$ cat src/inc/csc_pkg.sv
// Shared constants and types of the status and core-control block
package csc_pkg;

  // Status register field positions
  localparam int SR_C = 0;
  localparam int SR_Z = 1;
  localparam int SR_OV = 2;
  localparam int SR_N = 3;
  localparam int SR_RA = 4;
  localparam int SR_IPL = 5;
  localparam int SR_DC = 8;
  localparam int SR_USED_W = 9;
  // Core control field positions
  localparam int CC_PSV = 2;
  localparam int CC_PRIORITY_LEVEL_MSB = 3;
  localparam int CC_LOW_W = 2;
  localparam int CC_HIGH_W = 12;

  // Reset values
  localparam logic [15:0] W_RST = 16'h0000;
  localparam logic [7:0] PAGE_RST = 8'h00;
  localparam logic [22:0] PC_RST = 23'h000000;

  // Widths and sizes
  localparam int DATA_W = 16;
  localparam int PC_W = 23;
  localparam int INSN_W = 24;
  localparam int NREGS = 16;
  localparam int IDX_W = 4;
  localparam logic [3:0] SP_IDX = 4'hF;
  localparam logic [3:0] QUO_IDX = 4'h0;
  localparam logic [3:0] REM_IDX = 4'h1;
  localparam logic [3:0] PAIR_HI = 4'h1;
  localparam int PAGE_W = 8;
  localparam int WIN_OFS_W = 15;
  localparam int WIN_BIT = 15;
  localparam int RPT_W = 14;
  localparam int MUL_W = 17;
  localparam logic [15:0] SHIFT_MAX = 16'h0010;
  localparam logic [2:0] IPL_TOP = 3'h7;
  localparam logic [22:0] PC_STEP = 23'h000002;

  // Divider timing: one load step, one step per divisor bit, one idle step, then write-back
  localparam int DIV_CYCLES = 19;
  localparam logic [4:0] DIV_LOAD = 5'h00;
  localparam logic [4:0] DIV_BITS = 5'h10;
  localparam logic [4:0] DIV_LAST = 5'(DIV_CYCLES - 1);

  // Clock and multi-cycle instruction timing
  localparam int CLK_PERIOD_NS = 100;
  localparam int MULTI_EXTRA_NS = 100;
  localparam int MULTI_EXTRA_CYC = (MULTI_EXTRA_NS + CLK_PERIOD_NS - 1) / CLK_PERIOD_NS;

  typedef enum logic [3:0] {
    OP_NONE, OP_MOVI, OP_ADD, OP_SUB, OP_AND, OP_IOR, OP_XOR, OP_MUL, OP_SHIFT, OP_DIV
  } csc_op_t;

  typedef enum logic [1:0] {INS_NORMAL, INS_FLOW, INS_DMOVE, INS_TABLE} csc_kind_t;

  typedef enum logic [1:0] {LP_IDLE, LP_RUN, LP_HELD} csc_loop_t;

  typedef struct packed {
    logic valid;
    csc_kind_t kind;
    csc_op_t op;
    logic byte_mode;
    logic sign_a;
    logic sign_b;
    logic [IDX_W-1:0] ra;
    logic [IDX_W-1:0] rb;
    logic [IDX_W-1:0] rd;
    logic [DATA_W-1:0] imm;
    logic [PC_W-1:0] target;
  } csc_insn_t;

  typedef struct packed {
    logic sr_we;
    logic cc_we;
    logic page_we;
    logic [DATA_W-1:0] data;
  } csc_regwr_t;

  typedef struct packed {
    logic [DATA_W-1:0] res;
    logic c;
    logic dc;
    logic z;
    logic n;
    logic ov;
  } csc_flags_t;

endpackage : csc_pkg

$ cat src/verilog/csc_alu_flags.sv
// Adder and subtractor with carry, half-carry, zero, negative and overflow flags
module csc_alu_flags (
  input wire logic [15:0] a_i, // First operand
  input wire logic [15:0] b_i, // Second operand
  input wire logic sub_i, // High for a minus b
  input wire logic byte_i, // High for a byte-sized operation
  output csc_pkg::csc_flags_t flags_o // Result and flags
);

  logic [15:0] bb;
  logic [4:0] nib;
  logic [8:0] lo;
  logic [16:0] sum;

  // Subtract as a plus not b plus one, so carry out means no borrow
  assign bb = sub_i ? ~b_i : b_i;
  assign nib = {1'b0, a_i[3:0]} + {1'b0, bb[3:0]} + {4'h0, sub_i};
  assign lo = {1'b0, a_i[7:0]} + {1'b0, bb[7:0]} + {8'h00, sub_i};
  assign sum = {1'b0, a_i} + {1'b0, bb} + {16'h0000, sub_i};

  always_comb
  begin
    if (byte_i)
    begin
      flags_o.res = {a_i[15:8], lo[7:0]};
      flags_o.c = lo[8];
      flags_o.dc = nib[4];
      flags_o.n = lo[7];
      flags_o.z = (lo[7:0] == 8'h00);
      flags_o.ov = (a_i[7] == bb[7]) && (lo[7] != a_i[7]);
    end
    else
    begin
      flags_o.res = sum[15:0];
      flags_o.c = sum[16];
      flags_o.dc = lo[8];
      flags_o.n = sum[15];
      flags_o.z = (sum[15:0] == 16'h0000);
      flags_o.ov = (a_i[15] == bb[15]) && (sum[15] != a_i[15]);
    end
  end

endmodule : csc_alu_flags

$ cat src/verilog/csc_core.sv
// CPU status flags, core control, working registers and execution datapath
//
// Contract
// - Status bits 15 to 9 read zero
// - Half carry from bit 3 byte, 7 word
// - Three priority bits give level 0 to 7
// - Priority msb above low bits; set disables user
// - Low priority bits read-only when nesting disabled
// - Loop active bit read-only, one during loop
// - Negative flag follows result sign
// - Overflow flag on signed sign change
// - Zero flag from latest affecting operation
// - Carry flag from carry out of msb
// - Priority msb clear-only from software
// - Program window enable resets to zero
// - Upper data half maps to program page
// - Data space is 32K words, 64 Kbytes
// - 23-bit program counter, 24-bit instructions
// - Single cycle except flow, double move, table
// - Single-instruction loop, no overhead, interruptible
// - Sixteen 16-bit working registers, last is stack
// - Divide runs in loop, 19 cycles, interruptible
// - 17 by 17 signed/unsigned/mixed multiplier
// - Shift up to 16 bits in one cycle
// - Carry and half carry borrow on subtract
module csc_core (
  input wire logic clock_i, // Instruction clock
  input wire logic resetn_i, // Asynchronous reset, active low
  input wire csc_pkg::csc_insn_t insn_i, // Decoded instruction
  input wire csc_pkg::csc_regwr_t regwr_i, // Software register write
  input wire logic nesting_disable_i, // Nesting disable control bit
  input wire logic rpt_start_i, // Start a single-instruction loop
  input wire logic [13:0] rpt_count_i, // Extra repetitions of the loop
  input wire logic irq_pending_i, // Interrupt wants the CPU
  input wire logic irq_return_i, // Interrupt handler has returned
  input wire logic hw_ipl_we_i, // Interrupt logic loads priority
  input wire logic [3:0] hw_ipl_i, // Priority level from interrupt logic
  input wire logic [15:0] data_addr_i, // Data space byte address
  output logic [15:0] sr_o, // Status register read value
  output logic [15:0] core_control_o, // Core control read value
  output logic [7:0] page_o, // Program window page
  output logic [22:0] pc_o, // Program counter
  output logic [15:0] result_o, // Last datapath result
  output logic [15:0] sp_o, // Stack pointer register
  output logic insn_ready_o, // An instruction can be taken this cycle
  output logic irq_ack_o, // Loop paused for an interrupt, pulse
  output logic user_irq_off_o, // User interrupts disabled
  output logic prog_sel_o, // Address falls in the program window
  output logic [22:0] prog_addr_o, // Program space byte address
  output logic [14:0] data_word_o // Data space word index
);

  typedef struct packed {
    logic dc;
    logic n;
    logic ov;
    logic z;
    logic c;
    logic ra;
    logic [2:0] ipl_lo;
    logic priority_level_msb;
    logic program_window_enable;
    logic [7:0] page;
    logic [22:0] pc;
    logic [15:0][15:0] w;
    csc_pkg::csc_loop_t loop;
    logic [13:0] rpt_cnt;
    logic [4:0] div_step;
    logic [16:0] div_rem;
    logic [31:0] div_quo;
    logic stall;
    logic [15:0] result;
    logic ready;
    logic ack;
    logic uoff;
    logic psel;
    logic [22:0] paddr;
    logic [14:0] dword;
  } csc_state_t;

  csc_state_t q;
  csc_state_t d;

  logic [15:0] opa;
  logic [15:0] opb;
  logic go;
  logic arith_sub;
  csc_pkg::csc_flags_t af;
  logic signed [16:0] mul_a;
  logic signed [16:0] mul_b;
  logic signed [33:0] prod;
  logic [15:0] sh_mag;
  logic [15:0] sh_res;
  logic [16:0] div_sh;
  logic [15:0] logic_res;
  logic [3:0] pair_lo;
  logic [3:0] pair_hi;

  ////////////////////////////////////////////////////////////////////////////
  // Operand fetch and arithmetic

  assign opa = q.w[insn_i.ra];
  assign opb = q.w[insn_i.rb];
  assign go = insn_i.valid && q.ready;
  assign arith_sub = (insn_i.op == csc_pkg::OP_SUB);
  assign pair_lo = insn_i.rd & ~csc_pkg::PAIR_HI;
  assign pair_hi = insn_i.rd | csc_pkg::PAIR_HI;

  csc_alu_flags u_flags (
    .a_i(opa),
    .b_i(opb),
    .sub_i(arith_sub),
    .byte_i(insn_i.byte_mode),
    .flags_o(af)
  );

  // Seventeenth bit extends the sign only for a signed operand
  assign mul_a = {insn_i.sign_a & opa[15], opa};
  assign mul_b = {insn_i.sign_b & opb[15], opb};
  assign prod = mul_a * mul_b;

  // Positive amount shifts right, negative left, clamped to the width
  always_comb
  begin
    sh_mag = opb[15] ? 16'(-opb) : opb;
    if (sh_mag > csc_pkg::SHIFT_MAX)
    begin
      sh_mag = csc_pkg::SHIFT_MAX;
    end
    if (opb[15])
    begin
      sh_res = opa << sh_mag;
    end
    else if (insn_i.sign_a)
    begin
      sh_res = 16'($signed(opa) >>> sh_mag);
    end
    else
    begin
      sh_res = opa >> sh_mag;
    end
  end

  always_comb
  begin
    case (insn_i.op)
      csc_pkg::OP_AND: logic_res = opa & opb;
      csc_pkg::OP_IOR: logic_res = opa | opb;
      csc_pkg::OP_XOR: logic_res = opa ^ opb;
      default: logic_res = sh_res;
    endcase
  end

  assign div_sh = {q.div_rem[15:0], q.div_quo[31]};

  ////////////////////////////////////////////////////////////////////////////
  // Next state

  always_comb
  begin
    d = q;
    d.ack = 1'b0;
    if (go)
    begin
      case (insn_i.op)
        csc_pkg::OP_MOVI:
        begin
          d.w[insn_i.rd] = insn_i.imm;
          d.result = insn_i.imm;
        end
        csc_pkg::OP_ADD, csc_pkg::OP_SUB:
        begin
          d.w[insn_i.rd] = af.res;
          d.result = af.res;
          d.c = af.c;
          d.dc = af.dc;
          d.n = af.n;
          d.ov = af.ov;
          d.z = af.z;
        end
        csc_pkg::OP_AND, csc_pkg::OP_IOR, csc_pkg::OP_XOR, csc_pkg::OP_SHIFT:
        begin
          if (insn_i.byte_mode)
          begin
            d.w[insn_i.rd] = {opa[15:8], logic_res[7:0]};
            d.result = {opa[15:8], logic_res[7:0]};
            d.n = logic_res[7];
            d.z = (logic_res[7:0] == 8'h00);
          end
          else
          begin
            d.w[insn_i.rd] = logic_res;
            d.result = logic_res;
            d.n = logic_res[15];
            d.z = (logic_res == 16'h0000);
          end
        end
        csc_pkg::OP_MUL:
        begin
          d.w[pair_lo] = prod[15:0];
          d.w[pair_hi] = prod[31:16];
          d.result = prod[15:0];
        end
        csc_pkg::OP_DIV:
        begin
          // Partial quotient lives in flops, so a paused loop loses nothing
          if (q.div_step == csc_pkg::DIV_LOAD)
          begin
            d.div_rem = {1'b0, q.w[insn_i.ra | csc_pkg::PAIR_HI]};
            d.div_quo = {q.w[insn_i.ra & ~csc_pkg::PAIR_HI], 16'h0000};
          end
          else if (q.div_step <= csc_pkg::DIV_BITS)
          begin
            if (div_sh >= {1'b0, opb})
            begin
              d.div_rem = div_sh - {1'b0, opb};
              d.div_quo = {q.div_quo[30:0], 1'b1};
            end
            else
            begin
              d.div_rem = div_sh;
              d.div_quo = {q.div_quo[30:0], 1'b0};
            end
          end
          if (q.div_step == csc_pkg::DIV_LAST)
          begin
            d.w[csc_pkg::QUO_IDX] = q.div_quo[15:0];
            d.w[csc_pkg::REM_IDX] = q.div_rem[15:0];
            d.result = q.div_quo[15:0];
            d.div_step = csc_pkg::DIV_LOAD;
          end
          else
          begin
            d.div_step = q.div_step + 5'h01;
          end
        end
        default:
        begin
          d.result = q.result;
        end
      endcase

      // Program counter and multi-cycle instructions
      if ((q.loop == csc_pkg::LP_RUN) && (q.rpt_cnt != '0))
      begin
        d.rpt_cnt = q.rpt_cnt - 14'h0001;
      end
      else
      begin
        if (q.loop == csc_pkg::LP_RUN)
        begin
          d.loop = csc_pkg::LP_IDLE;
        end
        if (insn_i.kind == csc_pkg::INS_FLOW)
        begin
          d.pc = insn_i.target;
        end
        else
        begin
          d.pc = q.pc + csc_pkg::PC_STEP;
        end
      end
      d.stall = (insn_i.kind != csc_pkg::INS_NORMAL);
    end
    else
    begin
      d.stall = 1'b0;
    end

    // Loop control; the pause costs the loop nothing but the interrupt itself
    if ((q.loop == csc_pkg::LP_IDLE) && rpt_start_i)
    begin
      d.loop = csc_pkg::LP_RUN;
      d.rpt_cnt = rpt_count_i;
    end
    else if ((q.loop == csc_pkg::LP_RUN) && irq_pending_i)
    begin
      d.loop = csc_pkg::LP_HELD;
      d.ack = 1'b1;
    end
    else if ((q.loop == csc_pkg::LP_HELD) && irq_return_i)
    begin
      d.loop = csc_pkg::LP_RUN;
    end
    d.ra = (d.loop == csc_pkg::LP_RUN);

    // Software writes; the upper bits of the bus are dropped
    if (regwr_i.sr_we)
    begin
      d.dc = regwr_i.data[csc_pkg::SR_DC];
      d.n = regwr_i.data[csc_pkg::SR_N];
      d.ov = regwr_i.data[csc_pkg::SR_OV];
      d.z = regwr_i.data[csc_pkg::SR_Z];
      d.c = regwr_i.data[csc_pkg::SR_C];
      if (!nesting_disable_i)
      begin
        d.ipl_lo = regwr_i.data[csc_pkg::SR_IPL +: 3];
      end
    end
    if (regwr_i.cc_we)
    begin
      d.priority_level_msb = q.priority_level_msb & regwr_i.data[csc_pkg::CC_PRIORITY_LEVEL_MSB];
      d.program_window_enable = regwr_i.data[csc_pkg::CC_PSV];
    end
    if (regwr_i.page_we)
    begin
      d.page = regwr_i.data[csc_pkg::PAGE_W-1:0];
    end
    // Hardware priority load wins over a software clear in the same cycle
    if (hw_ipl_we_i)
    begin
      d.ipl_lo = hw_ipl_i[2:0];
      d.priority_level_msb = hw_ipl_i[3];
    end
    d.uoff = d.priority_level_msb || (d.ipl_lo == csc_pkg::IPL_TOP);

    d.ready = ~d.stall;
    // Window decode registered, so the map answers one cycle after the address
    d.psel = data_addr_i[csc_pkg::WIN_BIT] & q.program_window_enable;
    d.paddr = {q.page, data_addr_i[csc_pkg::WIN_OFS_W-1:0]};
    d.dword = data_addr_i[15:1];
  end

  ////////////////////////////////////////////////////////////////////////////
  // State register

  always_ff @(posedge clock_i or negedge resetn_i)
  begin
    if (!resetn_i)
    begin
      q <= '0;
      q.page <= csc_pkg::PAGE_RST;
      q.pc <= csc_pkg::PC_RST;
      q.w <= {csc_pkg::NREGS{csc_pkg::W_RST}};
      q.loop <= csc_pkg::LP_IDLE;
      q.ready <= 1'b1;
    end
    else
    begin
      q <= d;
    end
  end

  ////////////////////////////////////////////////////////////////////////////
  // Outputs

  assign sr_o = {7'h00, q.dc, q.ipl_lo, q.ra, q.n, q.ov, q.z, q.c};
  assign core_control_o = {12'h000, q.priority_level_msb, q.program_window_enable, 2'h0};
  assign page_o = q.page;
  assign pc_o = q.pc;
  assign result_o = q.result;
  assign sp_o = q.w[csc_pkg::SP_IDX];
  assign insn_ready_o = q.ready;
  assign irq_ack_o = q.ack;
  assign user_irq_off_o = q.uoff;
  assign prog_sel_o = q.psel;
  assign prog_addr_o = q.paddr;
  assign data_word_o = q.dword;

endmodule : csc_core

$ cat config.mk
export PLATFORM = sky130hd
export DESIGN_NAME = csc_core
export DESIGN_NICKNAME = d
export VERILOG_FILES = /design/src/inc/csc_pkg.sv /design/src/verilog/csc_alu_flags.sv /design/src/verilog/csc_core.sv
export SDC_FILE = /design/constraint.sdc
export NUM_CORES = 2
export LEC_CHECK = 0
export BUFFER_PORTS_ARGS = -buffer_cell sky130_fd_sc_hd__buf_2
export CORE_UTILIZATION = 36
export DETAILED_ROUTE_END_ITERATION = 12
export SLEW_MARGIN = 15
export SYNTH_ARGS = -nofsm -noshare
export SYNTH_HDL_FRONTEND = slang
export SYNTH_HIERARCHICAL = 1
export SYNTH_SLANG_ARGS = --single-unit
export TNS_END_PERCENT = 20
$ cat constraint.sdc
create_clock -name clock_i -period 27.1 [get_ports clock_i]
set_clock_uncertainty 0.1 [all_clocks]
set_input_delay 2.71 -clock clock_i [delete_from_list [all_inputs] [get_ports clock_i]]
set_output_delay 2.71 -clock clock_i [all_outputs]
set_load 0.01 [all_outputs]
---- Word level (Yosys, flattened, before mapping) ----
Index checks and enable logic that the tools add are counted.
word-level totals
  bits in registers ....................... 426
  logic and storage cells ................. 198
operators by class
  $lt $le $gt $ge ......................... 13
  bitwise logic cells ..................... 10
  reductions and logical operators ........ 37
  multipliers ............................. 1
  add/sub/neg operators ................... 11
  shifts and indexed selects .............. 3
  equality and inequality tests ........... 20
  muxes and demuxes ....................... 64
operators by type and width
  cell                                                 number
  bitwise mux 256 bit                                  6
  case mux 224 bit (4 select lines)                    1
  two-way mux 256 bit                                  1
  two-way mux 16 bit                                   14
  case mux 32 bit (5 select lines)                     1
  two-way mux 49 bit                                   3
  binary-select mux 16 bit (select 4 bit)              2
  binary-select mux 16 bit (select 3 bit)              2
  demux 16 bit (select 3 bit)                          2
  case mux 16 bit (5 select lines)                     1
  two-way mux 70 bit                                   1
  demux 16 bit (select 4 bit)                          1
  two-way mux 54 bit                                   1
  case mux 16 bit (3 select lines)                     1
  < comparator 4 x 5 -> 1 bit (second input constant)  7
  zero test 16 bit                                     2
  multiplier 17 x 17 -> 32 bit                         1
  two-way mux 32 bit                                   1
  two-way mux 14 bit                                   2
  adder 23 x 2 -> 23 bit (second input constant)       1
  two-way mux 23 bit                                   1
  two-way mux 21 bit                                   1
  adder 16 x 16 -> 17 bit                              1
  adder 17 x 1 -> 17 bit                               1
  other kinds (52)                                     104

---- Logic depth before layout (Yosys ltp) ----
  word-level depth ........................ 15
  gate-level depth with buffers ........... 38

---- Modules after synthesis ----
Netlist, hierarchy kept.
by module, submodules not included
  module         times used  cells each  area an instance (µm²)
  csc_core       1           5,855       47,179.0
  csc_alu_flags  1           158         1,146.1

---- Worst setup path before layout ----
Ideal clock, no wire load.
  path kind ............................... input to register
  start ................................... input insn_i[47] in the netlist's numbering
  end ..................................... register (tool-made name)
  setup slack ............................. 14,395 ps
  setup time .............................. 138 ps
  arrival time ............................ 12,467 ps
  path buffers ............................ 4
  data required time ...................... 26,862 ps
  stages on the path ...................... 34
  cells stage by stage .................... clkbuf_1 clkbuf_1 buf_1 mux4_2 mux2_2 o21ai_1 clkinv_1 clkbuf_1 nand2_1 fa_1 inv_1 fa_1 fa_1 fa_1 fa_1 inv_1 fa_1 inv_1 ha_1 a21o_1 a21o_1 a21oi_1 nand2_1 o21a_1 a31oi_1 a211o_1 o21ai_0 or4_1 a31oi_1 xor2_1 a2bb2oi_1 nor2_1 o41ai_1 o41ai_1
RTL lines
  element             line            source
  start: declaration  csc_core.sv:29  input wire csc_pkg::csc_insn_t insn_i,

==> impl_metrics.py <==
metrics = {
    "status": {
        "run_status": "complete, no violations",
    },
    "detailed_routing": {
        "drt_pass1_iterations": 6,
        "drc": 0,
        "viasPerCell": 6.47,
        "finalWirelength_um": 221000,
        "drt_iter0_drc": 7402,
        "vias": 50000,
        "drtAntennaViolNets": 0,
        "wl_per_cell_um": 28.7,
    },
    "yosys": {
        "synth_area_mm2": 0.0483,
        "ys.warnings.count": 6,
        "ys_seq_elements": 411,
        "ys_seq_area_share_pct": 21.3,
        "ys_top_cells_by_area": "dfrtp_1 (21%), fa_1 (12%), mux4_2 (9.4%)",
        "async_flop_share_pct": 100,
        "synthDominantCellAreaShare_pct": 21.2,
        "synth_ff_type": "dfrtp_1",
        "synth_edf_count": 0,
        "yosysUniqueCellTypes": 102,
        "yosys.area.top_type": "dfrtp_1",
        "syn_avg_cell_area_um2": 8.04,
        "synth_cells": 6013,
    },
    "floorplan": {
        "io_pins": 258,
        "rows": 134,
        "die_x_um": 368,
        "start_util_pct": 36.3,
        "die_area_mm2": 0.136,
        "die_y_um": 368,
        "core_mm2": 0.133,
    },
    "clock_network": {
        "ctsHoldBuffers": 0,
        "clock_path_buffers": 3,
        "cts-resized-gates": 0,
        "cts.clk_slew.worst_paths_ns": 0.06,
        "cts_tree": "done",
        "cts_max_level": 2,
        "clock_latency_ns": 0.71,
        "clock_sinks": 411,
        "cts_buffers": 54,
        "cts_root_buffer": "clkbuf_16",
        "postCtsSetupBuffers": 0,
    },
    "power": {
        "ir_drop_mv": 0.419,
        "p_leak_nw": 22.2,
        "power.density_mw_per_mm2": 151,
        "p_total_mw": 7.94,
    },
    "timing": {
        "slew_viol_final": 0,
        "rsz0062_at_grt": "no",
        "slew_headroom_pct": 15.0,
        "setup_viol": 0,
        "hold_viol_final": 0,
        "fin_crit_sh_pct": 50.3,
        "fin_setup_tns_ns": 0,
        "maxClockFrequency_mhz": 73.4,
        "period_needed_ns": 13.63,
        "tightest_slew_ns": 1.26,
    },
    "setup_path": {
        "critPathMaxFanout": 77,
        "path_class": "in2reg",
        "rrSetupSlack_ns": 16.43,
        "crit_slowest_cell": "buf_4",
        "slowest_delay_ns": 0.81,
        "cp_common_cell": "inv_1",
        "required_ns": 27.57,
        "worstSetupStartpointType": "input port",
        "crit_path_end_kind": "flop",
        "cp.arrival_ns": 14.09,
    },
    "run": {
        "maxCapViolations": 0,
    },
    "global_route": {
        "track_usage_pct": 31.6,
        "grt_max_degree": 122,
        "grt_pass1_vias": 47400,
        "antenna_found_initial": 15,
        "grt_first_pass_wirelength_um": 321000,
        "grt.overflow.total": 0,
    },
    "min_path": {
        "min_path_type": "reg2reg",
    },
    "finish": {
        "fin_util_pct": 39.4,
        "nets": 6465,
        "drive_above_1_share_pct": 14.1,
        "fill_cells": 13400,
        "area_growth_pct": 8.71,
        "fin_area_mm2": 0.0525,
    },
    "placement": {
        "gp_congestion": 1.01,
        "dp_hpwl_um": 156000,
        "io_buffers": 229,
        "place_area_mm2": 0.0507,
    },
}
per-layer routing:
metal  wire length (um)  vias up  share of wire, %  global-route usage, %
met4              13600       20               6.1                   16.5
met5                122        -             0.055                      0
met2              96300     3656                43                   48.2
li1                   -    21000                 -                      -
met1              82700    24500                37                   40.3
met3              28800      795                13                   9.51
final cells by class:
| cell class | instances | area [um^2] | area share [%] |
|---|---|---|---|
| diodes | 2 | 5.00 | 0.00953 |
| clock buffers | 83 | 1580 | 3.01 |
| clock inverters | 15 | 220 | 0.419 |
| inverters | 389 | 1460 | 2.78 |
| multi-input cells | 4630 | 34100 | 65.0 |
| flip-flops and latches | 411 | 10300 | 19.6 |
| well taps | 1768 | 2210 | 4.21 |
| repair buffers | 423 | 2640 | 5.03 |
cells in the mapped netlist, drive strengths merged, types with 10 or more instances:
library cell and number:
fa 284, or3 13, a21boi 12, and3 17, a22oi 38, o21ai 503
mux2i 126, nor4 21, nand2 924, o211ai 38, a21oi 693, inv 381
buf 229, mux4 202, mux2 26, o21a 15, a22o 22, o221ai 25
nand4 14, xor2 35, nor2 589, a211oi 77, o22a 31, ha 151
nand3 70, dfrtp 410, clkbuf 374, o2111ai 15, o41ai 12, nor3 66
a21o 33, a31oi 114, nand2b 13, or2 10, and2 27, a41oi 16
a221oi 69, nor2b 25, xnor2 63, o31ai 21, o22ai 90
cells by family after synthesis:
logic type                 after synthesis  synth area share [%]
and+or+nand+nor                       1810                  15.5
other                                    1               0.00776
buffers and inverters                  992                  8.91
AOI/OAI and AO/OA                     1912                  24.2
xor gates and xnor gates                98                  1.78
muxes                                  354                  12.6
DFF                                    411                  21.3
adders and majority gates              435                  15.7
stage by stage:
step / std cells / worst slack, ns / hold slack [ns]
after global placement: 7621 / 13.02 / 0.286
after detailed placement: 7621 / 13.04 / 0.286
after floorplan: 6033 / 14.40 / 0.271
after CTS: 7719 / 13.73 / 0.300
final: 7721 / 13.47 / 0.294
after global routing: 7719 / 12.97 / 0.311
layout by cell type (no fill, tap or decap), types with 114 or more instances in the layout:
master / n
a31oi_1: 114
mux4_2: 202
o21ai_0: 448
fa_1: 284
inv_1: 371
mux2i_1: 125
nand2_1: 920
dfrtp_1: 410
buf_2: 223
ha_1: 151
nor2_1: 578
buf_4: 197
a21oi_1: 686
power by group:
part	switching [mW]	total, mW	internal (mW)
Sequential	0.242	1.01	0.768
Clock	0.324	0.755	0.431
Combinational	4.29	6.17	1.89
Total	4.85	7.94	3.09
worst paths after layout:
path                                        end        from  cells past startpoint
worst max-delay path                       flop  insn_i[48]                     35
worst min-delay path            prog_addr_o[19]   page_o[4]                      0
worst max register to register             flop        flop                     34
worst min register to register  prog_addr_o[19]   page_o[4]                      0
max in group asynchronous             async pin    resetn_i                      3
min in group asynchronous       data_word_o[10]    resetn_i                      1
worst max-delay path, delay by kind of cell:
family	cells	cell delay (ns)
and+or+nand+nor	4	0.94
muxes	2	0.94
xor gates and xnor gates	1	0.17
AOI/OAI and AO/OA	12	3.78
adders and majority gates	7	2.61
buffers and inverters	9	2.70
No activity file was read; power rests on OpenSTA's default activity.
